File: src/core/pfsc_regs.svh
// Timing figures, register map and field positions of the port fault shutdown block.
// What this block does
// Fast shutdown active high, 1-5 us deglitch
// Fast shutdown turns off priority-selected ports only
// Deglitched reset low clears ports and registers
// Power-on reset acts independent of reset pin
// Host waits 5 ms before detect commands
// Semiauto: high port voltage, discharge, 400 ms backoff
// Detection takes four points, two probe levels
// Monitor resistor on except detecting or powered
// Gate low on supply low, timeout, shutdown
// Fault timer counts up, trips at limit
// Count down at 1/16, restart needs zero
// Inrush lowers current limit with port voltage
// Interrupt pin low while any unmasked flag set
// Bus address from four strapped select pins
// Separate serial data in, open-drain out
// Classification may run on several ports
// Deglitch filters are clocked stability counters
// Overcurrent shutdown sets per-port interrupt flag
`ifndef PFSC_REGS_SVH
`define PFSC_REGS_SVH
`define PFSC_CLK_MHZ 50
`define PFSC_DGL_US 1
`define PFSC_DGL_CYC (`PFSC_DGL_US * `PFSC_CLK_MHZ)
`define PFSC_OVLD_US 60
`define PFSC_OVLD_CYC (`PFSC_OVLD_US * `PFSC_CLK_MHZ)
`define PFSC_START_US 60
`define PFSC_START_CYC (`PFSC_START_US * `PFSC_CLK_MHZ)
`define PFSC_DOWN_DIV 16
`define PFSC_INIT_MS 5
`define PFSC_INIT_CYC (`PFSC_INIT_MS * 1000 * `PFSC_CLK_MHZ)
`define PFSC_BACKOFF_MS 400
`define PFSC_BACKOFF_CYC (`PFSC_BACKOFF_MS * 1000 * `PFSC_CLK_MHZ)
`define PFSC_A_CTRL 8'h00
`define PFSC_A_PRIO 8'h04
`define PFSC_A_CLASS 8'h08
`define PFSC_A_DETREQ 8'h0c
`define PFSC_A_STAT 8'h10
`define PFSC_A_IFLAG 8'h14
`define PFSC_A_IMASK 8'h18
`define PFSC_CTRL_SEMI 8
`define PFSC_CTRL_SDA 9
`define PFSC_REG_RST 32'h0000_0000
`define PFSC_SIG_MIN 14'h0100
`define PFSC_SIG_MAX 14'h0400
`define PFSC_SIG_TOL 14'h0020
`define PFSC_PTS 2'h3
`define PFSC_LIM_FULL 2'h3
`endif

File: src/core/pfsc_pkg.sv
// Types shared by the port fault shutdown block.
package pfsc_pkg;
    typedef enum logic [1:0] {DET_IDLE, DET_BACKOFF, DET_PROBE, DET_EVAL} pfsc_det_state_t;
    typedef logic [13:0] pfsc_volt_t;
endpackage

File: src/core/pfsc_deglitch.sv
// Clocked stability filter for a slow control pin.
`timescale 1ns/1ns
`include "pfsc_regs.svh"
module pfsc_deglitch #(
    parameter int CYC = `PFSC_DGL_CYC,
    parameter logic RST_VAL = 1'b0
) (
    // Clock and reset
    input wire logic pclk,
    input wire logic presetn,
    // Raw and filtered level
    input wire logic d,
    output logic q
);
    localparam int CW = $clog2(CYC + 1);
    logic [CW-1:0] cnt_q;
    logic q_q;

    assign q = q_q;

    // A new level is taken only after it held for CYC clocks in a row.
    always_ff @(posedge pclk or negedge presetn) begin
        if (!presetn) begin
            cnt_q <= '0;
            q_q <= RST_VAL;
        end else if (d == q_q) begin
            cnt_q <= '0;
        end else if (cnt_q == CW'(CYC - 1)) begin
            cnt_q <= '0;
            q_q <= d;
        end else begin
            cnt_q <= cnt_q + 1'b1;
        end
    end

    a_dgl_hold: assert property (@(posedge pclk) disable iff (!presetn)
        $changed(q_q) |-> ($past(cnt_q) == CW'(CYC - 1)) && ($past(d) == q_q))
        else $error("Filtered level changed before the hold time.");
endmodule

File: src/core/pfsc_fault_timer.sv
// Per-port overcurrent fault timer with slow count-down and inrush foldback.
`timescale 1ns/1ns
`include "pfsc_regs.svh"
module pfsc_fault_timer #(
    parameter int OVLD_CYC = `PFSC_OVLD_CYC,
    parameter int START_CYC = `PFSC_START_CYC,
    parameter int DOWN_DIV = `PFSC_DOWN_DIV
) (
    // Clock and reset
    input wire logic pclk,
    input wire logic presetn,
    input wire logic clear,
    // Port state
    input wire logic port_on,
    input wire logic over_cut,
    input wire logic [1:0] droop_code,
    // Results
    output logic trip,
    output logic count_zero,
    output logic in_startup,
    output logic [1:0] limit_code
);
    localparam int MAXC = (OVLD_CYC > START_CYC) ? OVLD_CYC : START_CYC;
    localparam int CW = $clog2(MAXC * DOWN_DIV + DOWN_DIV + 1);
    localparam int SW = $clog2(START_CYC + 1);
    localparam logic [CW-1:0] UP = CW'(DOWN_DIV);
    localparam logic [CW-1:0] OVLD_LIM = CW'(OVLD_CYC * DOWN_DIV);
    localparam logic [CW-1:0] START_LIM = CW'(START_CYC * DOWN_DIV);
    localparam logic [CW-1:0] MAX_LIM = CW'(MAXC * DOWN_DIV);
    logic [CW-1:0] cnt_q;
    logic [SW-1:0] st_q;

    assign in_startup = port_on && (st_q != SW'(START_CYC));
    assign trip = port_on && (cnt_q >= (in_startup ? START_LIM : OVLD_LIM));
    assign count_zero = (cnt_q == '0);
    // Higher drop across the switch during inrush gives a lower limit code.
    assign limit_code = in_startup ? ~droop_code : `PFSC_LIM_FULL;

    always_ff @(posedge pclk or negedge presetn) begin
        if (!presetn) begin
            st_q <= '0;
        end else if (clear || !port_on) begin
            st_q <= '0;
        end else if (st_q != SW'(START_CYC)) begin
            st_q <= st_q + 1'b1;
        end
    end

    // Up by DOWN_DIV per clock, down by one: the fall rate is 1/DOWN_DIV.
    always_ff @(posedge pclk or negedge presetn) begin
        if (!presetn) begin
            cnt_q <= '0;
        end else if (clear) begin
            cnt_q <= '0;
        end else if (port_on && over_cut) begin
            cnt_q <= (cnt_q >= MAX_LIM) ? cnt_q : cnt_q + UP;
        end else if (cnt_q != '0) begin
            cnt_q <= cnt_q - 1'b1;
        end
    end

    a_trip_cause: assert property (@(posedge pclk) disable iff (!presetn)
        $rose(trip) && !$past(clear) |-> $past(port_on && over_cut))
        else $error("Fault timer tripped without overcurrent.");
    a_slow_down: assert property (@(posedge pclk) disable iff (!presetn)
        (!clear && !(port_on && over_cut) && cnt_q != '0) |=> cnt_q == $past(cnt_q) - 1'b1)
        else $error("Fault counter did not fall by one.");
endmodule

File: src/core/pfsc_top.sv
// Port control, fault shutdown, detection sequencing and APB registers.
`timescale 1ns/1ns
`include "pfsc_regs.svh"
module pfsc_top #(
    parameter int NP = 8,
    parameter int INIT_CYC = `PFSC_INIT_CYC,
    parameter int BACKOFF_CYC = `PFSC_BACKOFF_CYC
) (
    // APB slave
    input wire logic pclk,
    input wire logic presetn,
    input wire logic psel,
    input wire logic penable,
    input wire logic pwrite,
    input wire logic [7:0] paddr,
    input wire logic [31:0] pwdata,
    output logic [31:0] prdata,
    output logic pready,
    output logic pslverr,
    // Control pins
    input wire logic fast_shutdown_input,
    input wire logic reset_pin_n,
    input wire logic supplies_ok,
    input wire logic [3:0] bus_address_select,
    // Per-port comparators
    input wire logic [NP-1:0] port_over_cut,
    input wire logic [NP-1:0] port_voltage_high,
    input wire logic [2*NP-1:0] port_droop_code,
    // Detection measurement
    input wire logic meas_valid,
    input wire pfsc_pkg::pfsc_volt_t meas_voltage,
    // Port drives
    output logic [NP-1:0] port_gate_drive,
    output logic [NP-1:0] monitor_resistor_en,
    output logic [NP-1:0] discharge_en,
    output logic [NP-1:0] class_en,
    output logic [2*NP-1:0] current_limit_level,
    output logic detect_sink_en,
    output logic detect_probe_high,
    output logic [$clog2(NP)-1:0] detect_port,
    // Serial data and interrupt
    input wire logic serial_data_in,
    output logic serial_data_out,
    output logic serial_data_out_oe,
    output logic int_pin_out,
    output logic int_pin_oe,
    output logic irq
);
    import pfsc_pkg::*;

    localparam int PW = $clog2(NP);
    localparam int BW = $clog2(BACKOFF_CYC + 1);
    localparam int IW = $clog2(INIT_CYC + 1);
    localparam int FW = 2 * NP + 1;

    logic shut_lvl, rst_lvl, sys_clear, shut_prev_q;
    logic [NP-1:0] trip, cnt_zero, hit, powered_q, powered_d;
    logic [NP-1:0] port_en_q, prio_q, class_q, detreq_q, det_good_q;
    logic [NP-1:0] dp_hot, det_busy;
    logic [2*NP-1:0] lim_code;
    logic semi_q, sda_q, strap_q, init_win;
    logic [3:0] addr_q;
    logic [IW-1:0] init_q;
    logic [FW-1:0] iflag_q, iflag_d, iflag_set, imask_q, iflag_clr;
    logic pready_q, pslverr_q, rd_ok, acc, wr_acc, rd_acc;
    logic [31:0] prdata_q, rd_mux;
    pfsc_det_state_t st_q, st_d;
    logic [PW-1:0] dp_q, dp_next;
    logic [1:0] pt_q;
    logic [BW-1:0] bo_q;
    pfsc_volt_t v_q [4];
    pfsc_volt_t d1, d2, dd;
    logic det_ok;
    logic [NP-1:0] mon_q, dis_q, cls_q;
    logic [2*NP-1:0] lim_q;
    logic sink_q, irq_q, sdo_q;

    ////////////////////////////////////////////////////////////////////////////
    // Pin filters, reset and straps.

    pfsc_deglitch #(.CYC(`PFSC_DGL_CYC), .RST_VAL(1'b0)) u_dgl_shut (
        .pclk(pclk),
        .presetn(presetn),
        .d(fast_shutdown_input),
        .q(shut_lvl)
    );

    pfsc_deglitch #(.CYC(`PFSC_DGL_CYC), .RST_VAL(1'b1)) u_dgl_rst (
        .pclk(pclk),
        .presetn(presetn),
        .d(reset_pin_n),
        .q(rst_lvl)
    );

    // The pin reset is synchronous; presetn is the power-on reset and acts alone.
    assign sys_clear = !rst_lvl;

    // The straps are sampled once after any reset, never under the async reset.
    always_ff @(posedge pclk or negedge presetn) begin
        if (!presetn) begin
            strap_q <= 1'b0;
            addr_q <= '0;
        end else if (sys_clear) begin
            strap_q <= 1'b0;
        end else if (!strap_q) begin
            strap_q <= 1'b1;
            addr_q <= bus_address_select;
        end
    end

    // Software sees when the start-up settling period is over.
    always_ff @(posedge pclk or negedge presetn) begin
        if (!presetn) begin
            init_q <= '0;
        end else if (sys_clear) begin
            init_q <= '0;
        end else if (init_win) begin
            init_q <= init_q + 1'b1;
        end
    end
    assign init_win = (init_q != IW'(INIT_CYC));

    ////////////////////////////////////////////////////////////////////////////
    // Fault timers and port power.

    for (genvar i = 0; i < NP; i++) begin : g_port
        pfsc_fault_timer u_timer (
            .pclk(pclk),
            .presetn(presetn),
            .clear(sys_clear),
            .port_on(powered_q[i]),
            .over_cut(port_over_cut[i]),
            .droop_code(port_droop_code[2*i +: 2]),
            .trip(trip[i]),
            .count_zero(cnt_zero[i]),
            .in_startup(),
            .limit_code(lim_code[2*i +: 2])
        );
    end

    assign hit = {NP{shut_lvl}} & prio_q;
    // A port stays on only while enabled, untripped and supplied; it starts only
    // once its fault counter has drained to zero.
    assign powered_d = ((powered_q & port_en_q & ~trip) | (~powered_q & port_en_q & cnt_zero))
                       & ~hit & {NP{supplies_ok}};

    always_ff @(posedge pclk or negedge presetn) begin
        if (!presetn) begin
            powered_q <= '0;
        end else if (sys_clear) begin
            powered_q <= '0;
        end else begin
            powered_q <= powered_d;
        end
    end
    assign port_gate_drive = powered_q;

    ////////////////////////////////////////////////////////////////////////////
    // Detection sequencer, one port at a time in semiautomatic mode.

    assign dp_next = (dp_q == PW'(NP - 1)) ? '0 : dp_q + 1'b1;
    assign dp_hot = NP'(1) << dp_q;

    always_comb begin
        st_d = st_q;
        unique case (st_q)
            DET_IDLE: begin
                if (semi_q && detreq_q[dp_q] && !powered_q[dp_q]) begin
                    st_d = port_voltage_high[dp_q] ? DET_BACKOFF : DET_PROBE;
                end
            end
            DET_BACKOFF: begin
                if (bo_q == BW'(BACKOFF_CYC - 1)) begin
                    st_d = DET_PROBE;
                end
            end
            DET_PROBE: begin
                if (meas_valid && pt_q == `PFSC_PTS) begin
                    st_d = DET_EVAL;
                end
            end
            DET_EVAL: begin
                st_d = DET_IDLE;
            end
        endcase
    end

    always_ff @(posedge pclk or negedge presetn) begin
        if (!presetn) begin
            st_q <= DET_IDLE;
            dp_q <= '0;
            pt_q <= '0;
            bo_q <= '0;
        end else if (sys_clear) begin
            st_q <= DET_IDLE;
            dp_q <= '0;
            pt_q <= '0;
            bo_q <= '0;
        end else begin
            st_q <= st_d;
            if ((st_q == DET_IDLE && st_d == DET_IDLE) || st_q == DET_EVAL) begin
                dp_q <= dp_next;
            end
            bo_q <= (st_q == DET_BACKOFF) ? bo_q + 1'b1 : '0;
            // Points alternate low and high probe current.
            if (st_q == DET_PROBE && meas_valid) begin
                pt_q <= pt_q + 1'b1;
            end else if (st_q != DET_PROBE) begin
                pt_q <= '0;
            end
        end
    end

    always_ff @(posedge pclk) begin
        if (st_q == DET_PROBE && meas_valid) begin
            v_q[pt_q] <= meas_voltage;
        end
    end

    // Equal slopes at both probe pairs reject a capacitive or legacy load.
    assign d1 = v_q[1] - v_q[0];
    assign d2 = v_q[3] - v_q[2];
    assign dd = (d1 > d2) ? d1 - d2 : d2 - d1;
    assign det_ok = (v_q[1] > v_q[0]) && (v_q[3] > v_q[2]) && (d1 >= `PFSC_SIG_MIN)
                    && (d1 <= `PFSC_SIG_MAX) && (dd <= `PFSC_SIG_TOL);

    always_ff @(posedge pclk or negedge presetn) begin
        if (!presetn) begin
            det_good_q <= '0;
        end else if (sys_clear) begin
            det_good_q <= '0;
        end else if (st_q == DET_EVAL) begin
            det_good_q[dp_q] <= det_ok;
        end
    end

    ////////////////////////////////////////////////////////////////////////////
    // APB slave: zero wait states, answer registered in the setup cycle.

    assign acc = psel && penable && pready_q;
    assign wr_acc = acc && pwrite;
    assign rd_acc = acc && !pwrite;

    always_comb begin
        rd_ok = 1'b1;
        unique case (paddr)
            `PFSC_A_CTRL: rd_mux = {22'h0, sda_q, semi_q, 8'(port_en_q)};
            `PFSC_A_PRIO: rd_mux = 32'(prio_q);
            `PFSC_A_CLASS: rd_mux = 32'(class_q);
            `PFSC_A_DETREQ: rd_mux = 32'(detreq_q);
            `PFSC_A_STAT: rd_mux = {9'h0, shut_lvl, serial_data_in, init_win, addr_q,
                                    8'(det_good_q), 8'(powered_q)};
            `PFSC_A_IFLAG: rd_mux = 32'(iflag_q);
            `PFSC_A_IMASK: rd_mux = 32'(imask_q);
            default: begin
                rd_mux = `PFSC_REG_RST;
                rd_ok = 1'b0;
            end
        endcase
    end

    always_ff @(posedge pclk or negedge presetn) begin
        if (!presetn) begin
            pready_q <= 1'b0;
            pslverr_q <= 1'b0;
            prdata_q <= `PFSC_REG_RST;
        end else begin
            pready_q <= psel && !penable;
            pslverr_q <= psel && !penable && !rd_ok;
            if (psel && !penable) begin
                prdata_q <= pwrite ? `PFSC_REG_RST : rd_mux;
            end
        end
    end
    assign prdata = prdata_q;
    assign pready = pready_q;
    assign pslverr = pslverr_q;

    // Shutdown and overcurrent drop the enable, as a port reset command would.
    always_ff @(posedge pclk or negedge presetn) begin
        if (!presetn) begin
            port_en_q <= '0;
            semi_q <= 1'b0;
            sda_q <= 1'b0;
        end else if (sys_clear) begin
            port_en_q <= '0;
            semi_q <= 1'b0;
            sda_q <= 1'b0;
        end else begin
            if (wr_acc && paddr == `PFSC_A_CTRL) begin
                port_en_q <= pwdata[NP-1:0] & ~hit & ~(trip & powered_q);
                semi_q <= pwdata[`PFSC_CTRL_SEMI];
                sda_q <= pwdata[`PFSC_CTRL_SDA];
            end else begin
                port_en_q <= port_en_q & ~hit & ~(trip & powered_q);
            end
        end
    end

    always_ff @(posedge pclk or negedge presetn) begin
        if (!presetn) begin
            prio_q <= '0;
            class_q <= '0;
            detreq_q <= '0;
            imask_q <= '0;
        end else if (sys_clear) begin
            prio_q <= '0;
            class_q <= '0;
            detreq_q <= '0;
            imask_q <= '0;
        end else begin
            if (wr_acc && paddr == `PFSC_A_PRIO) begin
                prio_q <= pwdata[NP-1:0];
            end
            if (wr_acc && paddr == `PFSC_A_CLASS) begin
                class_q <= pwdata[NP-1:0];
            end
            if (wr_acc && paddr == `PFSC_A_IMASK) begin
                imask_q <= pwdata[FW-1:0];
            end
            if (wr_acc && paddr == `PFSC_A_DETREQ) begin
                detreq_q <= pwdata[NP-1:0];
            end else if (st_q == DET_EVAL) begin
                detreq_q <= detreq_q & ~dp_hot;
            end
        end
    end

    ////////////////////////////////////////////////////////////////////////////
    // Interrupt flags: read clears only what the read returned; a new event wins.

    assign iflag_set = {shut_lvl && !shut_prev_q,
                        (st_q == DET_EVAL) ? dp_hot : NP'(0),
                        trip & powered_q};
    assign iflag_clr = (rd_acc && paddr == `PFSC_A_IFLAG) ? prdata_q[FW-1:0] : '0;
    assign iflag_d = (iflag_q & ~iflag_clr) | iflag_set;

    always_ff @(posedge pclk or negedge presetn) begin
        if (!presetn) begin
            iflag_q <= '0;
            shut_prev_q <= 1'b0;
        end else if (sys_clear) begin
            iflag_q <= '0;
            shut_prev_q <= 1'b0;
        end else begin
            iflag_q <= iflag_d;
            shut_prev_q <= shut_lvl;
        end
    end

    ////////////////////////////////////////////////////////////////////////////
    // Registered pin drives.

    assign det_busy = (st_d == DET_PROBE || st_d == DET_EVAL) ? dp_hot : '0;

    always_ff @(posedge pclk or negedge presetn) begin
        if (!presetn) begin
            mon_q <= '1;
            dis_q <= '0;
            cls_q <= '0;
            lim_q <= '0;
            sink_q <= 1'b0;
            irq_q <= 1'b0;
            sdo_q <= 1'b0;
        end else begin
            mon_q <= ~(powered_d | det_busy);
            dis_q <= (st_d == DET_BACKOFF) ? dp_hot : '0;
            // Classes run through each port's own switch, so no port excludes another.
            cls_q <= class_q & ~powered_d;
            lim_q <= lim_code;
            sink_q <= (st_d == DET_PROBE);
            irq_q <= |(iflag_d & imask_q);
            sdo_q <= sda_q;
        end
    end

    assign monitor_resistor_en = mon_q;
    assign discharge_en = dis_q;
    assign class_en = cls_q;
    assign current_limit_level = lim_q;
    assign detect_sink_en = sink_q;
    assign detect_probe_high = pt_q[0];
    assign detect_port = dp_q;
    assign serial_data_out = 1'b0;
    assign serial_data_out_oe = sdo_q;
    assign int_pin_out = 1'b0;
    assign int_pin_oe = irq_q;
    assign irq = irq_q;

    ////////////////////////////////////////////////////////////////////////////
    // Checks.

    a_shut_prio: assert property (@(posedge pclk) disable iff (!presetn)
        (shut_lvl && |(prio_q & powered_q)) |=> (powered_q & $past(prio_q)) == '0)
        else $error("Selected port stayed on under fast shutdown.");
    a_pin_reset: assert property (@(posedge pclk) disable iff (!presetn)
        !rst_lvl |=> (port_en_q == '0) && (powered_q == '0) && (imask_q == '0))
        else $error("Pin reset did not clear ports and registers.");
    a_supply_off: assert property (@(posedge pclk) disable iff (!presetn)
        !supplies_ok |=> port_gate_drive == '0)
        else $error("Gate driven while a supply is low.");
    a_backoff_len: assert property (@(posedge pclk) disable iff (!presetn)
        (st_q == DET_PROBE && $past(st_q) == DET_BACKOFF)
        |-> $past(bo_q) == BW'(BACKOFF_CYC - 1) && $past(discharge_en) != '0)
        else $error("Backoff ended at the wrong count.");
    a_four_points: assert property (@(posedge pclk) disable iff (!presetn)
        st_q == DET_EVAL |-> $past(pt_q) == `PFSC_PTS && $past(meas_valid))
        else $error("Detection evaluated without four points.");
    a_mon_res: assert property (@(posedge pclk) disable iff (!presetn)
        (monitor_resistor_en & port_gate_drive) == '0)
        else $error("Monitor resistor on while port powered.");
    a_int_pin: assert property (@(posedge pclk) disable iff (!presetn)
        (|(iflag_q & imask_q)) && !rd_acc && !wr_acc |=> int_pin_oe && irq)
        else $error("Interrupt pin released with a flag set.");
    a_ocp_flag: assert property (@(posedge pclk) disable iff (!presetn)
        (|(trip & powered_q)) && !sys_clear
        |=> (iflag_q[NP-1:0] & $past(trip & powered_q)) == $past(trip & powered_q))
        else $error("Overcurrent shutdown left its flag clear.");
endmodule

File: config.mk
export PLATFORM = sky130hd
export DESIGN_NAME = pfsc_top
export DESIGN_NICKNAME = d
export VERILOG_FILES = /design/src/core/pfsc_pkg.sv /design/src/core/pfsc_deglitch.sv /design/src/core/pfsc_fault_timer.sv /design/src/core/pfsc_top.sv
export VERILOG_INCLUDE_DIRS = /design/src /design/src/core
export SDC_FILE = /design/constraint.sdc
export NUM_CORES = 1
export LEC_CHECK = 0
export ABC_AREA = 1
export BUFFER_PORTS_ARGS = -buffer_cell sky130_fd_sc_hd__buf_2
export CAP_MARGIN = 20
export CORE_ASPECT_RATIO = 0.8
export CORE_MARGIN = 2
export CORE_UTILIZATION = 45
export DETAILED_ROUTE_END_ITERATION = 10
export PLACE_DENSITY = 0.6
export SYNTH_ARGS = -nofsm -noshare
export SYNTH_HDL_FRONTEND = slang
export SYNTH_SLANG_ARGS = --single-unit
File: constraint.sdc
create_clock -name pclk -period 7.3 [get_ports pclk]
set_clock_uncertainty 0.2 [all_clocks]
set_input_delay 0.365 -clock pclk [delete_from_list [all_inputs] [get_ports pclk]]
set_output_delay 0.365 -clock pclk [all_outputs]
set_load 0.01 [all_outputs]
==> results, run 1 <==
- At the later pin of the worst-skew pair, clock insertion delay measures between 600 and 700 ps.
- The initial utilization of the core area, before any placement, comes to 0.456.
- The number of failing hold endpoints at the final stage is 0.
- After routing, the total negative slack on setup checks comes to 0 ps.
- The total of fill cells in the finished design is 6044.
- The total leakage power is 15.1 nW.
- The non-filler instance count after layout is 4765.
- The max-capacitance violation count is 0.
- The total clock buffers created by CTS is 55.
- The clock net in this run drives a total of 502 sinks.
- The boundary pin count is 192.
- The analysis attributes to net switching a power of ~0.0027 W.
- The fraction of met1 tracks used by global routing is 0.342.
- The prevailing post-synth register cell is sky130_fd_sc_hd__dfrtp_1.
- The layout net count is between 4k and 5k.
- The count of pins over their slew limit is 0.
- The number of global-route vias before repair is 22.9k.
- The antenna cell count is 0.
- For this run, the top clock speed supported by timing is about 230 MHz.
- The startpoint type of the worst setup path is a flop.
- For the pin with the worst max-slew slack, the measured transition is 912 ps.
- The power share of the sequential group is 0.410.
- The post-layout worst setup margin is between 3000 and 4000 ps.
- After the first detailed-routing iteration, the DRC count stood at 1811.
- Clock-pin slew was measured on the worst setup and hold paths at 60 ps.
- In this run the clock root is driven by a sky130_fd_sc_hd__clkbuf_16.
- The number of port buffers is 165.
- The clock tree synthesis step divided the H-tree into 2 levels.
- For this run the aggregate overflow at the end of global routing stands at 0.
- After synthesis, the share of flip-flops with an asynchronous set or reset is 0.888.
- The area of the core region is between 0.06 and 0.07 sq mm.
- After synthesis, the mean cell area works out to slightly below 8 sq um.
- The endpoint class of the critical path is a flop.
- After floorplanning, the core was divided into 82 placement rows.
- Data on the critical path arrives at its endpoint at 4620 ps.
- The number of vias in the routed layout is 24.5k.
- Entering global routing, the biggest net connects ~160 pins.
- The first-pass iteration count of the detailed router is 5.
- Of the total power, the share spent switching nets is 0.322.
- The total die area is 0.0655 sq mm.
- The worst-case setup slack after placement is 3050 ps.
- Dividing the detail-routed via count by the number of cells gives 5.15.
- STA puts the critical path data required time at 7650 ps.
- The routed wire length is 73100 microns.
- The mean routed wirelength per cell is 15.3 microns.
- The initial antenna violation count is 2.
- The maximum resistive drop on vdd is roughly 0.00018 V.
- The internal power of the cells totals 0.00565 W.
- Of the total power, combinational logic draws 0.234.
- For this run, the number of Yosys warnings is 0.
- By startpoint and endpoint, the worst setup path is classified as reg2reg.
- The share of post-route cells with drive strength above 1 is 0.0999.
- The longest clock path from root to sink contains 3 buffers.
- Summing every instance area after synthesis gives 0.0286 sq mm.
- In the routed design, unresolved DRC markers number 0.
- The launching element of the worst setup path is v_q[3][0].
- The kind of path behind the tightest hold check is in2async.
- The count of state elements after synthesis is ~500.
- The run finished with clean final reports.
- TritonCTS built the clock tree.
- The overall track demand over capacity in global routing is 0.222.
- The number of gates given a new drive strength after cts is 0.
- The number of distinct library cells after synthesis is a little over 70.
- The share of the Yosys chip area taken by registers is 0.450.
- Setup repair after global routing left no endpoint under its margin.
- The headroom to the max-slew limit is 0.392.
- The first-pass GRT wire length is approximately 120000 microns.
- For met3 alone, demand over resource in global routing was 0.0318.
- The worst reg2reg path startpoint is v_q[3][0].
- The final cycle utilization of the critical path is 0.584.
- Of all nets on the critical path, the largest fanout is 8.
- The floorplan step set the die width to 286 microns.
- The register-to-register path setup slack is 3030 ps.
- The instance count of the mapped netlist is 3647.
- The number of nets with antenna violations after detailed routing is 0.
- The worst hold slack across all endpoints is 172 ps.
- The die is 229 microns tall.
- The number of placed instances, taps included, is 4596.
- For this run, global-route usage on met2 was measured as 0.326.
- Setup violations remaining at the end of the flow were counted as 0.
- The number of enable flip-flop cells after synthesis is 56.
- Dividing total power by cell area gives a power density of about 250 mW/mm^2.
- The share of total power dissipated in the clock network is 0.356.
- The layer flagged by global routing as most heavily used is met1.
- After layout, the minimum clock period comes to 4270 ps.
- The area growth from synthesis to layout is 15.0%.
- At the end of routability-driven placement, the weighted congestion stood at about 0.9.
- The half-perimeter wire length after placement is 53000 microns.
-- layer usage --
layer  vias up  wire length, microns
met5         -                     0
li1      12500                     -
met1     11400                 37300
met2       498                 30300
met4         0                  1660
met3       103                  3800
-- final cells by class --
| cell class | instances | area, sq um | area share |
|---|---|---|---|
| multi-input cells | 2433 | 13000 | 0.394 |
| flip-flops and latches | 502 | 12900 | 0.391 |
| clock buffers | 84 | 1670 | 0.0508 |
| well taps | 840 | 1050 | 0.0320 |
| inverters | 639 | 2400 | 0.0730 |
| clock inverters | 18 | 263 | 0.00800 |
| repair buffers | 249 | 1660 | 0.0505 |
-- metrics by stage --
stage / cell area [sq um] / total power (W) / util
global placement: 30300 / 0.00534 / 0.483
detailed placement: 30300 / 0.00537 / 0.483
floorplan: 28600 / 0.00488 / -
global route: 32900 / 0.00891 / 0.524
finish: 32900 / 0.00833 / 0.524
CTS: 32900 / 0.00841 / 0.524
-- logic make-up (layout without fill, tap and decap cells) --
group                    count (synthesis)  in the layout  synth area share
AND/OR/NAND/NOR                       1449           1449             0.226
XOR/XNOR                                52             52            0.0159
AO/OA/AOI/OAI                          809            809             0.160
flip-flops                             502            502             0.450
adder cells (fa/ha/maj)                112            112            0.0496
buffers and inverters                  722            990            0.0979
other                                    1             11          0.000131
-- path summary, 6_finish.rpt --
check                      depth (start not counted)                        end
setup / recovery                                  20              det_good_q[6]
hold / removal                                     2                    pt_q[0]
setup reg to reg                                  20              det_good_q[6]
hold reg to reg                                    0         serial_data_out_oe
max in group asynchronous                          4  g_port[2].u_timer.st_q[9]
min in group pclk                                  6                 prdata[16]
-- cells in the final DEF (no fill, tap or decap), drive strengths merged, types with 26 or more instances in the layout --
cell and count:
nor4 38, inv 632, dlygate4sd3 67, o21ai 335
a21oi 303, buf 182, nand2 620, o22ai 27
nand4 63, xor2 43, nor3 118, ha 110
clkbuf 84, o211ai 26, nand3 194, nor2 389
dfrtp 437, edfxtp 56
-- flip-flops by register name, indices dropped and copies added (netlist names), 16 cells and up --
name                  cells
v_q                      56
g_port.u_timer.cnt_q    128
iflag_q                  17
init_q                   18
g_port.u_timer.st_q      96
imask_q                  17
prdata                   23
current_limit_level      16
bo_q                     25
-- worst max-delay path: stages (launching register included) --
cell and delay (ps):
sky130_fd_sc_hd__edfxtp_1 360, sky130_fd_sc_hd__inv_1 60, sky130_fd_sc_hd__ha_1 130, sky130_fd_sc_hd__inv_1 70, sky130_fd_sc_hd__fa_1 470, sky130_fd_sc_hd__nand2_1 130
sky130_fd_sc_hd__nand2_1 90, sky130_fd_sc_hd__nand2_1 100, sky130_fd_sc_hd__o21ai_0 100, sky130_fd_sc_hd__xor2_1 170, sky130_fd_sc_hd__ha_1 440, sky130_fd_sc_hd__nand2_1 180
sky130_fd_sc_hd__nor4_1 630, sky130_fd_sc_hd__nand3_4 210, sky130_fd_sc_hd__nand2_4 170, sky130_fd_sc_hd__nand2_2 60, sky130_fd_sc_hd__nor2_2 70, sky130_fd_sc_hd__nand2_1 70
sky130_fd_sc_hd__a21oi_2 200, sky130_fd_sc_hd__nand2_4 150, sky130_fd_sc_hd__a21oi_2 140
-- synthesized netlist by cell type (all sizes together) (2+ instances only) --
cell type,n,area [sq um]
o21ai,335,1680
a21oi,303,1570
dfrtp,437,10900
o22ai,27,169
buf,28,189
a21o,2,15.0
nand2,620,2450
a41oi,3,26.3
a221oi,14,123
o41ai,9,78.8
a31o,2,17.5
and3,7,43.8
ha,110,1380
a32oi,4,35.0
nand3b,2,15.0
o221ai,5,43.8
o31ai,8,60.1
nor2,389,1530
dfstp,9,236
nand3,194,1060
a211oi,11,82.6
inv,631,2370
o21a,14,105
a2111oi,4,35.0
a211o,8,70.1
nor3b,4,35.0
a31oi,11,68.8
a32o,3,30.0
or2,11,68.8
clkbuf,55,208
fa,2,40.0
edfxtp,56,1680
nand4,63,394
o211ai,26,195
clkinv,8,30.0
nor4,38,244
xnor2,9,78.8
o2111ai,3,26.3
xor2,43,377
o21bai,7,67.6
nor3,118,606
a21boi,6,45.1
-- repair_timing --
item / 4_1_cts / 5_1_grt
hold buffers: 67 / 0
hold endpoints to repair: 230 / 0
buffers inserted: 0 / 0
-- power groups by stage --
stage / Sequential [W] / Combinational, W / Clock [W]
floorplan: 0.00339 / 0.00149 / 0
global placement: 0.00346 / 0.00188 / 0
detailed placement: 0.00346 / 0.00191 / 0
CTS: 0.00341 / 0.00195 / 0.00305
global route: 0.00347 / 0.00229 / 0.00315
finish: 0.00342 / 0.00195 / 0.00296
Note: power is estimated with default switching activity, not from simulation.
==> run 2, diff against run 1 <==
--- a/config.mk
+++ b/config.mk
@@ -6,7 +6,7 @@
 export SDC_FILE = /design/constraint.sdc
 export NUM_CORES = 1
 export LEC_CHECK = 0
-export ABC_AREA = 1
+export ABC_AREA = 0
 export BUFFER_PORTS_ARGS = -buffer_cell sky130_fd_sc_hd__buf_2
 export CAP_MARGIN = 20
 export CORE_ASPECT_RATIO = 0.8
==> constraint.sdc (replaced) <==
create_clock -name pclk -period 4.22 [get_ports pclk]
set_clock_uncertainty 0.2 [all_clocks]
set_input_delay 0.211 -clock pclk [delete_from_list [all_inputs] [get_ports pclk]]
set_output_delay 0.211 -clock pclk [all_outputs]
set_load 0.01 [all_outputs]
==> run 2 against run 1 <==
  * The flow now finishes with violations (negative hold slack, negative setup slack)
  * First-iteration DRC count decreased by 4.3%
  * Sequential share of layout area decreased by 0.45 points
  * Flip-flop and latch count unchanged
  * Cell count decreased by 11%
  * Register-to-register slack got worse by 3600 ps
  * Clock power increased by 63%
  * Sequential power increased by 76%
  * Power increased by 71%
  * Utilization increased by 2.1 points
  * Area after synthesis decreased by 3.0%
  * Fmax decreased by 12%
  * Worst setup slack got worse by 3600 ps
  * Largest power group unchanged
==> results, run 2 <==
- The run finished, with violations left.
- The checks that failed: negative hold slack, negative setup slack.
- The number of warning messages in the yosys log came to 0 (unchanged).
- The worst hold slack across all endpoints came to -6.78 ps (-179 ps).
- The mean routed wirelength per cell is 18.5 microns (+20%).
- The first-pass GRT wire length is 124000 microns (+4.0%).
- The instance count of the mapped netlist came to 3015 (-17%).
- The clock latency on the worst-skew pair came to 630 ps (about the same).
- More flip-flops sit in one register than any other, and that register is g_port.u_timer.cnt_q.
- The maximum buffer depth of the clock tree is 3 (unchanged).
- The number of global-route vias before repair is 22.8k (-0.77%).
- The worst-case setup slack after placement is -844 ps (-3890 ps).
- The number of remaining DRC errors came to 0 (unchanged).
- The final cycle utilization of the critical path came to 1.14 (+0.559).
- The antenna cell count is 0 (unchanged).
- The startpoint type of the worst setup path is a flop.
- The area growth from synthesis to layout is 19.9%.
- The die height is 226 microns (-1.5%).
- The critical path start-end classification is reg2reg.
- Setup repair after global routing could not meet its margin everywhere.
- The headroom to the max-slew limit is 0.297 (-0.0950).
- The half-perimeter wire length after placement was 55900 microns (+5.3%).
- The via-per-instance ratio is 5.58 (+8.5%).
- The number of enable flip-flop cells after synthesis is 56 (unchanged).
- The initial antenna violation count is 4 (+2).
- The total clock buffers created by CTS is 54 (-1.8%).
- The clock input transition at the sequential cells of the worst setup and hold paths is 70 ps (about the same).
- The first-pass iteration count of the detailed router came to 7 (+2).
- The number of distinct library cells after synthesis is 99 (+39%).
- The count of final setup violators is 8 (+8).
- The non-filler instance count after layout is 4242 (-11%).
- The total number of H-tree levels was 2 (unchanged).
- The post-layout worst setup margin was -606 ps (-3640 ps).
- The routed wire length is 78400 microns (+7.3%).
- In the synthesized netlist the dominant register cell turns out to be sky130_fd_sc_hd__dfrtp_1.
- In this run the worst hold path is classified as in2async.
- The share of post-route cells with drive strength above 1 is 0.160 (+0.0604).
- The total leakage power is 14.4 nW (-4.7%).
- The area of the core region is 0.0610 sq mm (-2.7%).
- The number of instances in the placed design is 4057 (-12%).
- The total of fill cells in the finished design is 5489 (-9.2%).
- The transition at the pin with the smallest max-transition slack is 1050 ps (+139 ps).
- The effective utilization at floorplan is 0.454 (-0.00140).
- The number of vias in the routed layout was 23.7k (-3.4%).
- The number of nets with antenna violations after detailed routing is 0 (unchanged).
- The die span in x was 281 microns (-1.5%).
- The post-route minimum period is 4830 ps (+561 ps).
- The pin count of the biggest net entering global routing is 106 (-33%).
- The per-instance average area after synthesis is 9.19 sq um (+17%).
- In the layout the commonest cells are sky130_fd_sc_hd__dfrtp_1, sky130_fd_sc_hd__nor2_1, sky130_fd_sc_hd__nand2_1.
- The total die area is 0.0636 sq mm (-2.9%).
- The data arrival time of the critical path was 5180 ps (+560 ps).
- The maximum resistive drop on vdd is 0.000332 V (+87%).
- The async set or reset register ratio after synthesis came to 0.888 (unchanged).
- The count of pins over their slew limit is 0 (unchanged).
- The number of violations reported at the end of detailed-routing iteration 0 is 1734 (-4.3%).
- The overall track demand over capacity in global routing is 0.246 (+0.0233).
- The share of the yosys chip area belonging to registers is 0.464 (+0.0138).
- The data required time at the worst endpoint came to 4570 ps (-3080 ps).
- The maximum clock rate is 207 MHz (-12%).
- The largest registers in the layout are g_port.u_timer.cnt_q (128), g_port.u_timer.st_q (96), v_q (56).
- The number of failing hold endpoints at the final stage came to 2 (+2).
- The boundary pin count came to 192 (unchanged).
- The power density of the placed cells is 430 mW/mm^2 (+69%).
- The max-capacitance violation count is 0 (unchanged).
- The most common cell in the synthesized netlist is sky130_fd_sc_hd__dfrtp_1.
- The count of state elements after synthesis is 502 (unchanged).
- The number of flip-flops under the largest register name is 128 (unchanged).
- The CTS sink count is 502 (unchanged).
- The number of port buffers was 165 (unchanged).
- The total congestion overflow after global routing is 0 (unchanged).
- The synthesized area is 0.0277 sq mm (-3.0%).
- Sorting the synthesized cells by how often they occur yields sky130_fd_sc_hd__dfrtp_1, sky130_fd_sc_hd__nor2_1, sky130_fd_sc_hd__nand2_1, sky130_fd_sc_hd__a21oi_1, sky130_fd_sc_hd__nand3_1.
- The cell at the root of the clock tree is sky130_fd_sc_hd__clkbuf_16.
- The CTS tree is yes.
- The portion of synthesized cell area occupied by the leading cell type came to 0.395 (+0.0117).
- By area the synthesized netlist is led by sky130_fd_sc_hd__dfrtp_1, sky130_fd_sc_hd__edfxtp_1, sky130_fd_sc_hd__nor2_1.
- The highest net fanout along the worst path is 8 (unchanged).
- The total power of the final layout came to 0.0143 W (+71%).
- The number of rows created at floorplan was 81 (-1.2%).
- The last weighted congestion value of the routability-driven placer came to 0.919 (+3.5%).
- The end-of-flow core utilization is 0.545 (+0.0205).
- The leading cell type in the layout, fill and taps excluded is sky130_fd_sc_hd__dfrtp_1.
- The cell type contributing the most total cell area after synthesis is sky130_fd_sc_hd__dfrtp_1.
- The worst setup path is captured at a flop.
- The layout net count is 3579 (-13%).
[run 2: cell count changes after synthesis, sizes merged, moves of 49 or more]
cell	before	now
a21oi	303	171
and3	7	56
clkbuf	55	115
inv	631	140
nand2	620	291
nor3	118	65
o21ai	335	140
or3	0	53
xnor2	9	100
xor2	43	128
[run 2: through the flow]
stage	area, sq um	setup TNS, ps	hold WS [ps]
3_3_place_gp	30500	-6150	91.7
6_report	33200	-4790	-6.78
5_1_grt	33200	-6920	48.7
2_1_floorplan	27800	-4160	-285
3_5_place_dp	30500	-6680	96.8
4_1_cts	33200	-4580	17.9
[run 2: worst paths after layout]
check	start	to	slack [ps]	cells after the start
min reg2reg	sda_q	serial_data_out_oe	220	0
max in group asynchronous	presetn	init_q[7]	2720	3
min in group pclk	port_droop_code[12]	current_limit_level[12]	100	3
min	presetn	g_port[6].u_timer.st_q[3]	-7	2
max	v_q[1][1]	det_good_q[3]	-610	19
max reg2reg	v_q[1][1]	det_good_q[3]	-610	19
[run 2: logic make-up after synthesis]
logic type | Yosys count | synth area share
buf+inv | 286 | 0.0418
fa+ha+maj | 113 | 0.0515
compound gates | 597 | 0.144
simple gates | 1261 | 0.216
other cells | 1 | 0.000135
flops | 502 | 0.464
xor+xnor | 228 | 0.0723
mux | 27 | 0.0107
[run 2: where the power goes]
| part | leakage, nW | internal, W | switching (W) | total (W) |
|---|---|---|---|---|
| Combinational | 6.99 | 0.00155 | 0.00190 | 0.00345 |
| Sequential | 6.51 | 0.00537 | 0.000643 | 0.00602 |
| Clock | 0.863 | 0.00276 | 0.00206 | 0.00482 |
| Total | 14.4 | 0.00969 | 0.00459 | 0.0143 |
[run 2: what timing repair did]
item,4_1_cts,5_1_grt
setup endpoints to repair,8,8
hold endpoints to repair,317,0
hold buffers,75,0
resized for setup,19,12
buffers inserted,8,2
pin swaps,20,5
[run 2: cell type report]
type                            instances  area (sq um)  share of cell area
Multi-Input combinational cell       2237         13900               0.419
Timing Repair Buffer                  429          3060              0.0922
Clock buffer                           72          1460              0.0439
Sequential cell                       502         12900               0.387
Clock inverter                         29           338              0.0102
Inverter                              143           542              0.0163
Tap cell                              830          1040              0.0313
[run 2: worst max-delay path, cell delays in order, from the launching register on]
cell,delay [ps]
sky130_fd_sc_hd__edfxtp_1,400
sky130_fd_sc_hd__ha_1,320
sky130_fd_sc_hd__nor2b_1,150
sky130_fd_sc_hd__o2111ai_2,220
sky130_fd_sc_hd__nand2_2,80
sky130_fd_sc_hd__a21o_1,190
sky130_fd_sc_hd__a21oi_2,170
sky130_fd_sc_hd__xor2_2,260
sky130_fd_sc_hd__ha_4,260
sky130_fd_sc_hd__a21o_1,210
sky130_fd_sc_hd__o41a_1,360
sky130_fd_sc_hd__maj3_2,360
sky130_fd_sc_hd__a31oi_4,200
sky130_fd_sc_hd__xnor2_2,140
sky130_fd_sc_hd__nand4_1,100
sky130_fd_sc_hd__or3b_4,410
sky130_fd_sc_hd__a2111oi_4,350
sky130_fd_sc_hd__a22oi_4,90
sky130_fd_sc_hd__buf_12,170
sky130_fd_sc_hd__o21ai_2,110
[run 2: per-layer routing]
| layer | GRT usage | wire length (microns) | up-vias |
|---|---|---|---|
| met5 | 0 | 37 | - |
| met4 | 0.0753 | 2100 | 8 |
| met1 | 0.355 | 36700 | 11600 |
| met2 | 0.367 | 34000 | 680 |
| met3 | 0.0543 | 5580 | 127 |
| li1 | - | - | 11300 |
